==> config.mk <==
export PLATFORM = sky130hd
export DESIGN_NAME = msis_sequencer_flat
export DESIGN_NICKNAME = d
export VERILOG_FILES = /design/src/design/msis_pkg.sv /design/src/design/msis_link_if.sv /design/src/design/msis_sequencer.sv /design/src/flat_wrapper.sv
export SDC_FILE = /design/constraint.sdc
export NUM_CORES = 1
export LEC_CHECK = 0
export BUFFER_PORTS_ARGS = -buffer_cell sky130_fd_sc_hd__clkbuf_2
export CAP_MARGIN = 5
export CORE_MARGIN = 2
export CORE_UTILIZATION = 53
export CTS_CLUSTER_DIAMETER = 30
export CTS_CLUSTER_SIZE = 25
export DETAILED_ROUTE_END_ITERATION = 8
export PLACE_DENSITY = 0.83
export SLEW_MARGIN = 30
export SYNTH_ARGS = -nofsm -noshare
export SYNTH_HDL_FRONTEND = slang
export SYNTH_SLANG_ARGS = --single-unit
==> constraint.sdc <==
create_clock -name ref_clk -period 3.1 [get_ports ref_clk]
set_input_delay 0.31 -clock ref_clk [delete_from_list [all_inputs] [get_ports ref_clk]]
set_output_delay 0.31 -clock ref_clk [all_outputs]
set_load 0.005 [all_outputs]
==> src/design/msis_pkg.sv <==
/*
  Constants and types shared by both ends of the pixel input link:
  sequence lengths, port widths and sequencer states.
  Assumes one clock (ref_clk, 125 MHz) and a synchronous active-high reset.
*/
// Notes on behaviour
// - init sequence starts with strobe low
// - 8-high init: 8 idle, 128 total
// - 16-high init: 16 idle, 256 total
// - rectangular blocks need strobe per block
// - 8-high block sequence lasts 32n cycles
// - 16-high block sequence lasts 64n cycles
// - filler pixels keep sub-window loads equal
// - first and third window ports may tie
// - sequences follow with no idle cycle
// - init then block; block computes distortions
// - continuous mode needs 15-column overlap
// - previous results available during next block
// - pipeline kept at right frame edge
// - height and square selects sampled at strobe
// - one pixel per clock, column-major order
// - heights 8 or 16, width multiple four
package msis_pkg;
  localparam int unsigned PIX_W        = 8;
  localparam int unsigned CNT_W        = 12;
  localparam int unsigned NQ_W         = 4;
  localparam logic [11:0] INIT_LEN_8   = 12'h0080;
  localparam logic [11:0] INIT_LEN_16  = 12'h0100;
  localparam logic [11:0] IDLE_LEN_8   = 12'h0008;
  localparam logic [11:0] IDLE_LEN_16  = 12'h0010;
  localparam logic [11:0] QUAD_LEN_8   = 12'h0020;
  localparam logic [11:0] QUAD_LEN_16  = 12'h0040;
  localparam logic [3:0]  NQ_DEFAULT   = 4'h1;

  typedef enum logic [1:0] {
    MSIS_IDLE  = 2'b00,
    MSIS_INIT  = 2'b01,
    MSIS_BLOCK = 2'b10
  } msis_state_e;

  // sequence length from height and block width in groups of four columns
  function automatic logic [11:0] msis_block_len(input logic tall, input logic [3:0] nq);
    logic [11:0] unit;
    unit = tall ? QUAD_LEN_16 : QUAD_LEN_8;
    msis_block_len = 12'(unit * nq);
  endfunction

  function automatic logic [11:0] msis_init_len(input logic tall);
    msis_init_len = tall ? INIT_LEN_16 : INIT_LEN_8;
  endfunction

  function automatic logic [11:0] msis_idle_len(input logic tall);
    msis_idle_len = tall ? IDLE_LEN_16 : IDLE_LEN_8;
  endfunction
endpackage

==> src/design/msis_link_if.sv <==
/*
  Pixel input link between the system controller and the sequencer.
  Assumes both ends run on the same ref_clk.
*/
interface msis_link_if;
  logic [7:0] ref_pix;
  logic [7:0] win_a_pix;
  logic [7:0] win_b_pix;
  logic [7:0] win_c_pix;
  logic       block_sync_strobe_n;
  logic       height_select;
  logic       square_block_select_n;

  modport ctrl (
    output ref_pix, win_a_pix, win_b_pix, win_c_pix,
    output block_sync_strobe_n, height_select, square_block_select_n
  );
  modport dev (
    input ref_pix, win_a_pix, win_b_pix, win_c_pix,
    input block_sync_strobe_n, height_select, square_block_select_n
  );
endinterface

==> src/design/msis_sequencer.sv <==
/*
  Device end: input sequencer. Tracks init and block sequences, captures
  pixels on the four ports, and reports sequence boundaries and the
  result hand-off of each finished block sequence. The state trails the
  link by one cycle, so link pixels pass one holding stage first.
  Assumes the link is driven synchronously to ref_clk, and that a strobe
  only comes in the first cycle of a sequence.
*/
module msis_sequencer (
  // clock and reset
  input  wire logic        ref_clk,
  input  wire logic        srst,
  // link
  msis_link_if.dev         link,
  // configuration: block width in groups of four columns
  input  wire logic [3:0]  width_quads,
  // user side
  output logic             seq_init_r,
  output logic             seq_block_r,
  output logic             pix_valid_r,
  output logic [7:0]       ref_pix_r,
  output logic [7:0]       win_a_r,
  output logic [7:0]       win_b_r,
  output logic [7:0]       win_c_r,
  output logic             tall_r,
  output logic             rect_r,
  output logic             block_done_r,
  output logic             sync_error_r
);
  msis_pkg::msis_state_e state_r;
  msis_pkg::msis_state_e state_nxt;
  logic [11:0]             cnt_r;
  logic [11:0]             len_r;
  logic [11:0]             len_nxt;
  logic                    strobe;
  logic                    last;
  logic                    tall_nxt;
  logic                    rect_nxt;
  logic [3:0]              nq;
  logic                    in_idle;
  logic                    in_init;
  logic                    in_block;
  logic                    seq_end;
  logic                    blk_end;
  logic                    cnt_clr;
  logic                    win_open;
  logic                    sync_missing;
  logic                    sync_stray;
  // link pixels held one cycle to line up with the state
  logic [7:0]              ref_d_r;
  logic [7:0]              win_a_d_r;
  logic [7:0]              win_b_d_r;
  logic [7:0]              win_c_d_r;

  assign strobe = !link.block_sync_strobe_n;
  assign last   = (cnt_r == len_r - 12'h0001);
  assign nq     = (width_quads == 4'h0) ? msis_pkg::NQ_DEFAULT : width_quads;
  // selects taken at every strobe
  assign tall_nxt = strobe ? link.height_select : tall_r;
  assign rect_nxt = strobe ? link.square_block_select_n : rect_r;

  // state decode shared by several concerns
  assign in_idle  = (state_r == msis_pkg::MSIS_IDLE);
  assign in_init  = (state_r == msis_pkg::MSIS_INIT);
  assign in_block = (state_r == msis_pkg::MSIS_BLOCK);
  assign seq_end  = !in_idle && last;
  assign blk_end  = in_block && last;
  assign cnt_clr  = (state_r != state_nxt) || blk_end;
  // window ports idle for the first H cycles of init
  assign win_open = in_block || (in_init && cnt_r >= msis_pkg::msis_idle_len(tall_r));
  // every block, the first one too, needs its strobe when rectangular
  assign sync_missing = seq_end && rect_r && !strobe;
  // strobe off a boundary breaks the pipeline
  assign sync_stray   = strobe && !in_idle && !last;

  always_comb begin
    state_nxt = state_r;
    len_nxt   = len_r;
    case (state_r)
      msis_pkg::MSIS_IDLE: begin
        if (strobe) begin // strobe readies the device
          state_nxt = msis_pkg::MSIS_INIT;
          len_nxt   = msis_pkg::msis_init_len(tall_nxt);
        end
      end
      msis_pkg::MSIS_INIT: begin
        if (last) begin // init always followed by block
          state_nxt = msis_pkg::MSIS_BLOCK;
          len_nxt   = msis_pkg::msis_block_len(tall_nxt, nq);
        end
      end
      msis_pkg::MSIS_BLOCK: begin
        // continuous mode: block after block, no gap
        if (last) begin
          len_nxt = msis_pkg::msis_block_len(tall_nxt, nq); // area count
        end
      end
      default: begin
        state_nxt = msis_pkg::MSIS_IDLE;
      end
    endcase
  end

  // sequencer state and current sequence length
  always_ff @(posedge ref_clk) begin
    if (srst) begin
      state_r <= msis_pkg::MSIS_IDLE;
      len_r   <= msis_pkg::INIT_LEN_8;
    end else begin
      state_r <= state_nxt;
      len_r   <= len_nxt;
    end
  end

  // cycles into the current sequence
  always_ff @(posedge ref_clk) begin
    if (srst) begin
      cnt_r <= 12'h0000;
    end else if (cnt_clr) begin
      cnt_r <= 12'h0000;
    end else if (!in_idle) begin
      cnt_r <= cnt_r + 12'h0001;
    end
  end

  always_ff @(posedge ref_clk) begin
    if (srst) begin
      tall_r <= 1'b0;
    end else begin
      tall_r <= tall_nxt;
    end
  end

  always_ff @(posedge ref_clk) begin
    if (srst) begin
      rect_r <= 1'b0;
    end else begin
      rect_r <= rect_nxt;
    end
  end

  // strobe must match sequence boundaries
  always_ff @(posedge ref_clk) begin
    if (srst) begin
      sync_error_r <= 1'b0;
    end else begin
      sync_error_r <= sync_missing || sync_stray;
    end
  end

  // holding stage: pixel of link cycle c meets the state of cycle c
  always_ff @(posedge ref_clk) begin
    if (srst) begin
      ref_d_r   <= 8'h00;
      win_a_d_r <= 8'h00;
      win_b_d_r <= 8'h00;
      win_c_d_r <= 8'h00;
    end else begin
      ref_d_r   <= link.ref_pix;
      win_a_d_r <= link.win_a_pix;
      win_b_d_r <= link.win_b_pix;
      win_c_d_r <= link.win_c_pix;
    end
  end

  // sequence indicators
  always_ff @(posedge ref_clk) begin
    if (srst) begin
      seq_init_r  <= 1'b0;
      seq_block_r <= 1'b0;
    end else begin
      seq_init_r  <= in_init;
      seq_block_r <= in_block;
    end
  end

  // pixels valid in block sequences and in init past its idle stretch
  always_ff @(posedge ref_clk) begin
    if (srst) begin
      pix_valid_r <= 1'b0;
    end else begin
      pix_valid_r <= win_open;
    end
  end

  // reference block only loads during block sequences
  always_ff @(posedge ref_clk) begin
    if (srst) begin
      ref_pix_r <= 8'h00;
    end else begin
      ref_pix_r <= in_block ? ref_d_r : 8'h00;
    end
  end

  // window ports, every cycle
  always_ff @(posedge ref_clk) begin
    if (srst) begin
      win_a_r <= 8'h00;
      win_b_r <= 8'h00;
      win_c_r <= 8'h00;
    end else begin
      win_a_r <= win_a_d_r;
      win_b_r <= win_b_d_r;
      win_c_r <= win_c_d_r;
    end
  end

  // results of block k handed on as block k+1 loads
  always_ff @(posedge ref_clk) begin
    if (srst) begin
      block_done_r <= 1'b0;
    end else begin
      block_done_r <= blk_end;
    end
  end
endmodule

==> src/flat_wrapper.sv <==
// flat-port wrapper written by rule: the top's interface ports become plain ports
module msis_sequencer_flat 
  (ref_clk, srst, width_quads, seq_init_r, seq_block_r, pix_valid_r, ref_pix_r, win_a_r, win_b_r, win_c_r, tall_r, rect_r, block_done_r, sync_error_r, link_ref_pix, link_win_a_pix, link_win_b_pix, link_win_c_pix, link_block_sync_strobe_n, link_height_select, link_square_block_select_n);
  msis_link_if link_i ();
  input  wire logic ref_clk;
  input  wire logic srst;
  input  wire logic [3:0] width_quads;
  output logic seq_init_r;
  output logic seq_block_r;
  output logic pix_valid_r;
  output logic [7:0] ref_pix_r;
  output logic [7:0] win_a_r;
  output logic [7:0] win_b_r;
  output logic [7:0] win_c_r;
  output logic tall_r;
  output logic rect_r;
  output logic block_done_r;
  output logic sync_error_r;
  input wire logic [$bits(link_i.ref_pix)-1:0] link_ref_pix;
  input wire logic [$bits(link_i.win_a_pix)-1:0] link_win_a_pix;
  input wire logic [$bits(link_i.win_b_pix)-1:0] link_win_b_pix;
  input wire logic [$bits(link_i.win_c_pix)-1:0] link_win_c_pix;
  input wire logic [$bits(link_i.block_sync_strobe_n)-1:0] link_block_sync_strobe_n;
  input wire logic [$bits(link_i.height_select)-1:0] link_height_select;
  input wire logic [$bits(link_i.square_block_select_n)-1:0] link_square_block_select_n;
  assign link_i.ref_pix = link_ref_pix;
  assign link_i.win_a_pix = link_win_a_pix;
  assign link_i.win_b_pix = link_win_b_pix;
  assign link_i.win_c_pix = link_win_c_pix;
  assign link_i.block_sync_strobe_n = link_block_sync_strobe_n;
  assign link_i.height_select = link_height_select;
  assign link_i.square_block_select_n = link_square_block_select_n;
  msis_sequencer u_core (.ref_clk(ref_clk), .srst(srst), .link(link_i), .width_quads(width_quads), .seq_init_r(seq_init_r), .seq_block_r(seq_block_r), .pix_valid_r(pix_valid_r), .ref_pix_r(ref_pix_r), .win_a_r(win_a_r), .win_b_r(win_b_r), .win_c_r(win_c_r), .tall_r(tall_r), .rect_r(rect_r), .block_done_r(block_done_r), .sync_error_r(sync_error_r));
endmodule
# Yosys cells after proc, flatten, opt, wreduce, memory -nomap -nowiden
# Cells that the tools add are included.
# word_totals
regBits,97
word_cells,60
in_bits,41
out_inout_bits,39
# op_classes
n_bitwise,1
mul,1
magnitude_cmp,1
add_sub_neg,2
n_mux,11
n_eq_ne,6
reduce_logical,20
# ops
cell,count
12-bit 2-to-1 mux,2
12-bit case mux with 2 select lines,1
12-bit by 1-bit adder with 12-bit output (second input constant),1
12-bit == test,1
12-bit greater-or-equal comparator,1
12-bit by 4-bit multiplier with 12-bit output,1
12-bit by 1-bit subtractor with 12-bit output (second input constant),1
9-bit 2-to-1 mux,1
1-bit logical AND,7
7-bit 2-to-1 mux,1
2-bit case mux with 3 select lines,1
2-bit OR reduction,3
5-bit 2-to-1 mux,1
4-bit zero test,1
2-bit 2-to-1 mux,2
4-bit 2-to-1 mux,1
1-bit zero test,3
1-bit logical OR,3
3-bit AND reduction,1
2-bit by 1-bit == test with 1-bit output (second input constant),1
2-bit == test (second input constant),1
2-bit zero test,1
2-bit by 1-bit != test with 1-bit output (second input constant),1
2-bit != test,1
other kinds (4),4

# Logic depth before layout (Yosys ltp)
# depth
depth_word,7
ltp_mapped,11
ltp_nobuf,10

# Least setup slack after synthesis
# Ideal clock, no wire load.
# synth_timing
kind,reg2reg
startpoint,reg u_core.len_r[8]
endpoint,reg u_core.len_r[10]
arrival_ns,2.323
synth_period_minus_slack_ns,2.443
setup_time_ns,0.121
n_path_buf,2
path_stages_with_launch,9
required_ns,2.979
setup_slack_ns,0.657
path_cell_list,dfxtp_1 buf_6 or3_1 or4_1 a31o_1 a21o_1 buf_6 a21oi_4 mux2_2
# synth_via
elab_chain_len,4
# synth_rtl
item,line_no,text
start: declaration,msis_sequencer.sv:33,logic [11:0] len_r;
start signal: assignment,msis_sequencer.sv:108,len_r <= msis_pkg::INIT_LEN_8;
start signal: assignment,msis_sequencer.sv:111,len_r <= len_nxt;
12-bit by 1-bit subtractor with 12-bit output,msis_sequencer.sv:56,assign last = (cnt_r == len_r - 12'h0001);
12-bit == test,msis_sequencer.sv:56,
2-bit by 1-bit != test with 1-bit output (no source line),n/a,
3-bit AND reduction (no source line),n/a,
# Every way passes these cells.
# A chain may end at the register's enable or synchronous reset.

# Worst setup path after layout
# layout_timing
startpoint,reg u_core.len_r[7]
endpoint,reg u_core.cnt_r[0]
# layout_via
elab_chain_len,7
word_cells_on_any_way,8
cone_classes,add/sub (1); eq/ne (2); mux (2); reduce/logical (3)
# layout_rtl
item,line_no,text
12-bit by 1-bit subtractor with 12-bit output (*),msis_sequencer.sv:56,
12-bit == test (*),msis_sequencer.sv:56,
2-bit 2-to-1 mux,msis_sequencer.sv:87,if (last) begin
2-bit case mux with 3 select lines,msis_sequencer.sv:79,case (state_r)
2-bit != test,msis_sequencer.sv:68,assign cnt_clr = (state_r != state_nxt) || blk_end;
1-bit logical OR (*),msis_sequencer.sv:68,
2-bit OR reduction (no source line) (*),n/a,
end signal: assignment,msis_sequencer.sv:122,cnt_r <= cnt_r + 12'h0001;
end: declaration,msis_sequencer.sv:32,logic [11:0] cnt_r;
# Mark *: on every way between the ends. The rest lies on a longest branch, timed or not.

==> flow_summary.yaml <==
run_status:
  status: "completed"
sta:
  finalClockSkew_ns: 0.00812
  setup_viol: 0
  worst_slew_pin_slew_ns: 0.635
  fin_crit_ns: 2.69
  rsz0062_at_grt: "false"
  fmax_ghz: 0.371
  drv_slew: 0
  setup_tns_ns: 0
  slew_headroom: 0.577
  hold_viol: 0
  min_period_over_period: 0.869
pwr:
  powerDensity_nw_per_um2: 551
  leakage_nw: 1.80
  ir_worst_vdd_mv: 0.543
  total_power_mw: 2.25
grt:
  grt_max_degree: 44
  antenna_found_initial: 0
  grt_pass1_vias: 2383
  grt-ovfl-total: 0
  grt_pass1_wl_um: 10700
  track_usage: 0.188
clock_tree:
  htreeDepth: 3
  clock_path_buffers: 2
  post_cts_resized: 0
  path_clk_slew_ns: 0.10
  clock_sinks: 92
  cts-root-buf: "clkbuf_8"
  clk_latency_ns: 0.36
  cts_setup_buffers: 0
  cts_tree: "built"
  cts_buffers: 9
  hold_buffers: 0
min_path:
  hold_path_class: "input pin to flop"
cells_and_area:
  antenna_cells: 0
  syn_to_final_growth_pct: 18.1
  fill_cells: 516
  fin_area_um2: 4080
  drive_gt1_frac: 0.242
  nNetsFinal: 469
  instances_no_fill: 498
  utilization: 0.647
route:
  via_count: 2501
  dr.pass1.iters: 4
  drc_errors: 0
  viasPerCell: 5.02
  drtAntennaViolNets: 0
  drt_iter0_drc: 123
  drt-total-wl_um: 6380
  post_drt_wl_per_cell_um: 12.8
die:
  die_area_um2: 7190
  row_count: 29
  core_um2: 6310
  die_w_um: 84.8
  pin_count: 80
  start_util: 0.548
  die_h_um: 84.8
synth:
  yosys.area_share.simple: 0.232
  synth_area_um2: 3460
  synth_edf_count: 0
  synth_compound_gate_area_share: 0.0825
  ys_types: 44
  synthArstFlopShare: 0
  synth_xor_area_frac: 0.0521
  synth-adder-area-share: 0.0434
  synth_seq_area_share: 0.533
  synthCells: 343
  synth_area_per_cell_um2: 10.1
  synth_top_family_by_area: "simple AND/OR/NAND/NOR gates"
  synth_top_flop_cell: "dfxtp_1"
  synth_warnings: 0
  ys_ff_latch: 92
  synth_nets: 396
  muxShareOfSynthArea: 0.0177
placement:
  dpl-instance-area_um2: 3870
  dpl.hpwl_um: 4550
  globalplace.congestion: 0.853
  dp.cells: 482
  io_buffers: 79
worst_setup_path:
  crit_path_max_fanout: 12
  cp.arrival_ns: 2.92
  worstSetupPathType: "flop to flop"
  startpoint_type: "flop"
  required_ns: 3.33
  end_kind: "flop"
run:
  drv_cap: 0
[flip-flops by register name, indices dropped and copies added, names as in the netlist]
signal,flops
u_core.win_a_r,8
u_core.tall_r,1
u_core.cnt_r,12
u_core.block_done_r,1
u_core.ref_d_r,8
u_core.seq_block_r,1
u_core.ref_pix_r,8
u_core.win_b_r,8
u_core.win_c_d_r,8
u_core.state_r,2
u_core.len_r,7
u_core.win_c_r,8
u_core.sync_error_r,1
u_core.pix_valid_r,1
u_core.rect_r,1
u_core.win_b_d_r,8
u_core.seq_init_r,1
u_core.win_a_d_r,8
[worst max-delay path: stages (launching register included)]
cell	delay [ns]
dfxtp_1	0.37
or3_1	0.40
or4_1	0.53
a31o_1	0.25
a21o_1	0.34
o2111ai_2	0.55
nor2_1	0.12
[metal layers]
layer	track usage	part of all wire	vias to the layer above
met5	0	0	-
met4	0.0707	0.019	0
met3	0.0747	0.072	12
met2	0.311	0.49	59
met1	0.220	0.42	1152
li1	-	-	1278
[report_power, final]
part | switching (mW) | internal (mW)
registers | 0.0185 | 1.22
clock network | 0.439 | 0.386
logic | 0.0950 | 0.0885
[cells by family (layout without fill, tap and decap cells)]
| group | after synthesis | count (layout) |
|---|---|---|
| xor gates and xnor gates | 19 | 19 |
| muxes | 6 | 6 |
| AOI/OAI and AO/OA | 39 | 39 |
| buffers and inverters | 32 | 110 |
| adders and majority gates | 12 | 12 |
| and+or+nand+nor | 143 | 143 |
| DFF | 92 | 92 |
[layout make-up]
class | instances | area, um2 | share of cell area
clock buffers | 9 | 124 | 0.0303
multi-input cells | 219 | 1480 | 0.362
repair buffers | 81 | 410 | 0.101
well taps | 77 | 96.3 | 0.0236
clock inverters | 7 | 83.8 | 0.0205
inverters | 13 | 48.8 | 0.0120
flip-flops and latches | 92 | 1840 | 0.451
[worst paths after layout]
path	startpoint	to	slack [ns]	depth (start not counted)
setup / recovery	u_core.len_r[7]	u_core.cnt_r[0]	0.41	6
hold / removal	link_win_b_pix[5]	u_core.win_b_d_r[5]	0.15	2
setup reg to reg	u_core.len_r[7]	u_core.cnt_r[0]	0.41	6
hold reg to reg	u_core.ref_d_r[4]	u_core.ref_pix_r[4]	0.43	1
[cells in the final DEF, fill, tap and decap left out, types with 2 or more instances in the layout]
| cell type | instances |
|---|---|
| and2_1 | 12 |
| or3_1 | 2 |
| o21ai_0 | 4 |
| inv_1 | 13 |
| nand4_1 | 4 |
| nor3_1 | 6 |
| nor3b_1 | 2 |
| clkbuf_8 | 9 |
| o21ba_2 | 2 |
| o211ai_1 | 3 |
| o31ai_1 | 2 |
| inv_8 | 2 |
| nor2_1 | 22 |
| a21o_1 | 3 |
| nand2b_1 | 2 |
| a2111oi_0 | 2 |
| nand3_1 | 5 |
| nor2b_1 | 61 |
| a221oi_1 | 2 |
| a211oi_1 | 4 |
| and3_1 | 4 |
| dfxtp_1 | 92 |
| clkbuf_2 | 79 |
| mux2i_1 | 5 |
| clkinvlp_4 | 3 |
| nor4_1 | 3 |
| nor4b_1 | 2 |
| ha_1 | 12 |
| xnor2_1 | 8 |
| nand2_1 | 15 |
| buf_4 | 2 |
| a21oi_1 | 10 |
| xor2_1 | 10 |
[through the flow]
| stage | setup WS [ns] | hold slack [ns] |
|---|---|---|
| 4_1_cts | 0.413 | 0.142 |
| 2_1_floorplan | 0.657 | 0.406 |
| 3_3_place_gp | 0.510 | 0.407 |
| 5_1_grt | 0.217 | 0.150 |
| 6_report | 0.407 | 0.149 |
| 3_5_place_dp | 0.413 | 0.412 |
[Yosys cell counts, types with 4 or more instances]
library cell,count,share of area
o21ai_0,4,0.0058
nor2b_1,61,0.11
xor2_1,10,0.025
and3_1,4,0.0072
a211oi_1,4,0.0087
nor2_1,22,0.024
a21oi_1,10,0.014
nand3_1,5,0.0072
clkbuf_1,15,0.016
nand4_1,4,0.0072
inv_1,13,0.014
dfxtp_1,92,0.53
nor3_1,6,0.0087
nand2_1,15,0.016
xnor2_1,8,0.020
mux2i_1,5,0.014
and2_1,12,0.022
ha_1,12,0.043
(Power assumes the default switching activity.)
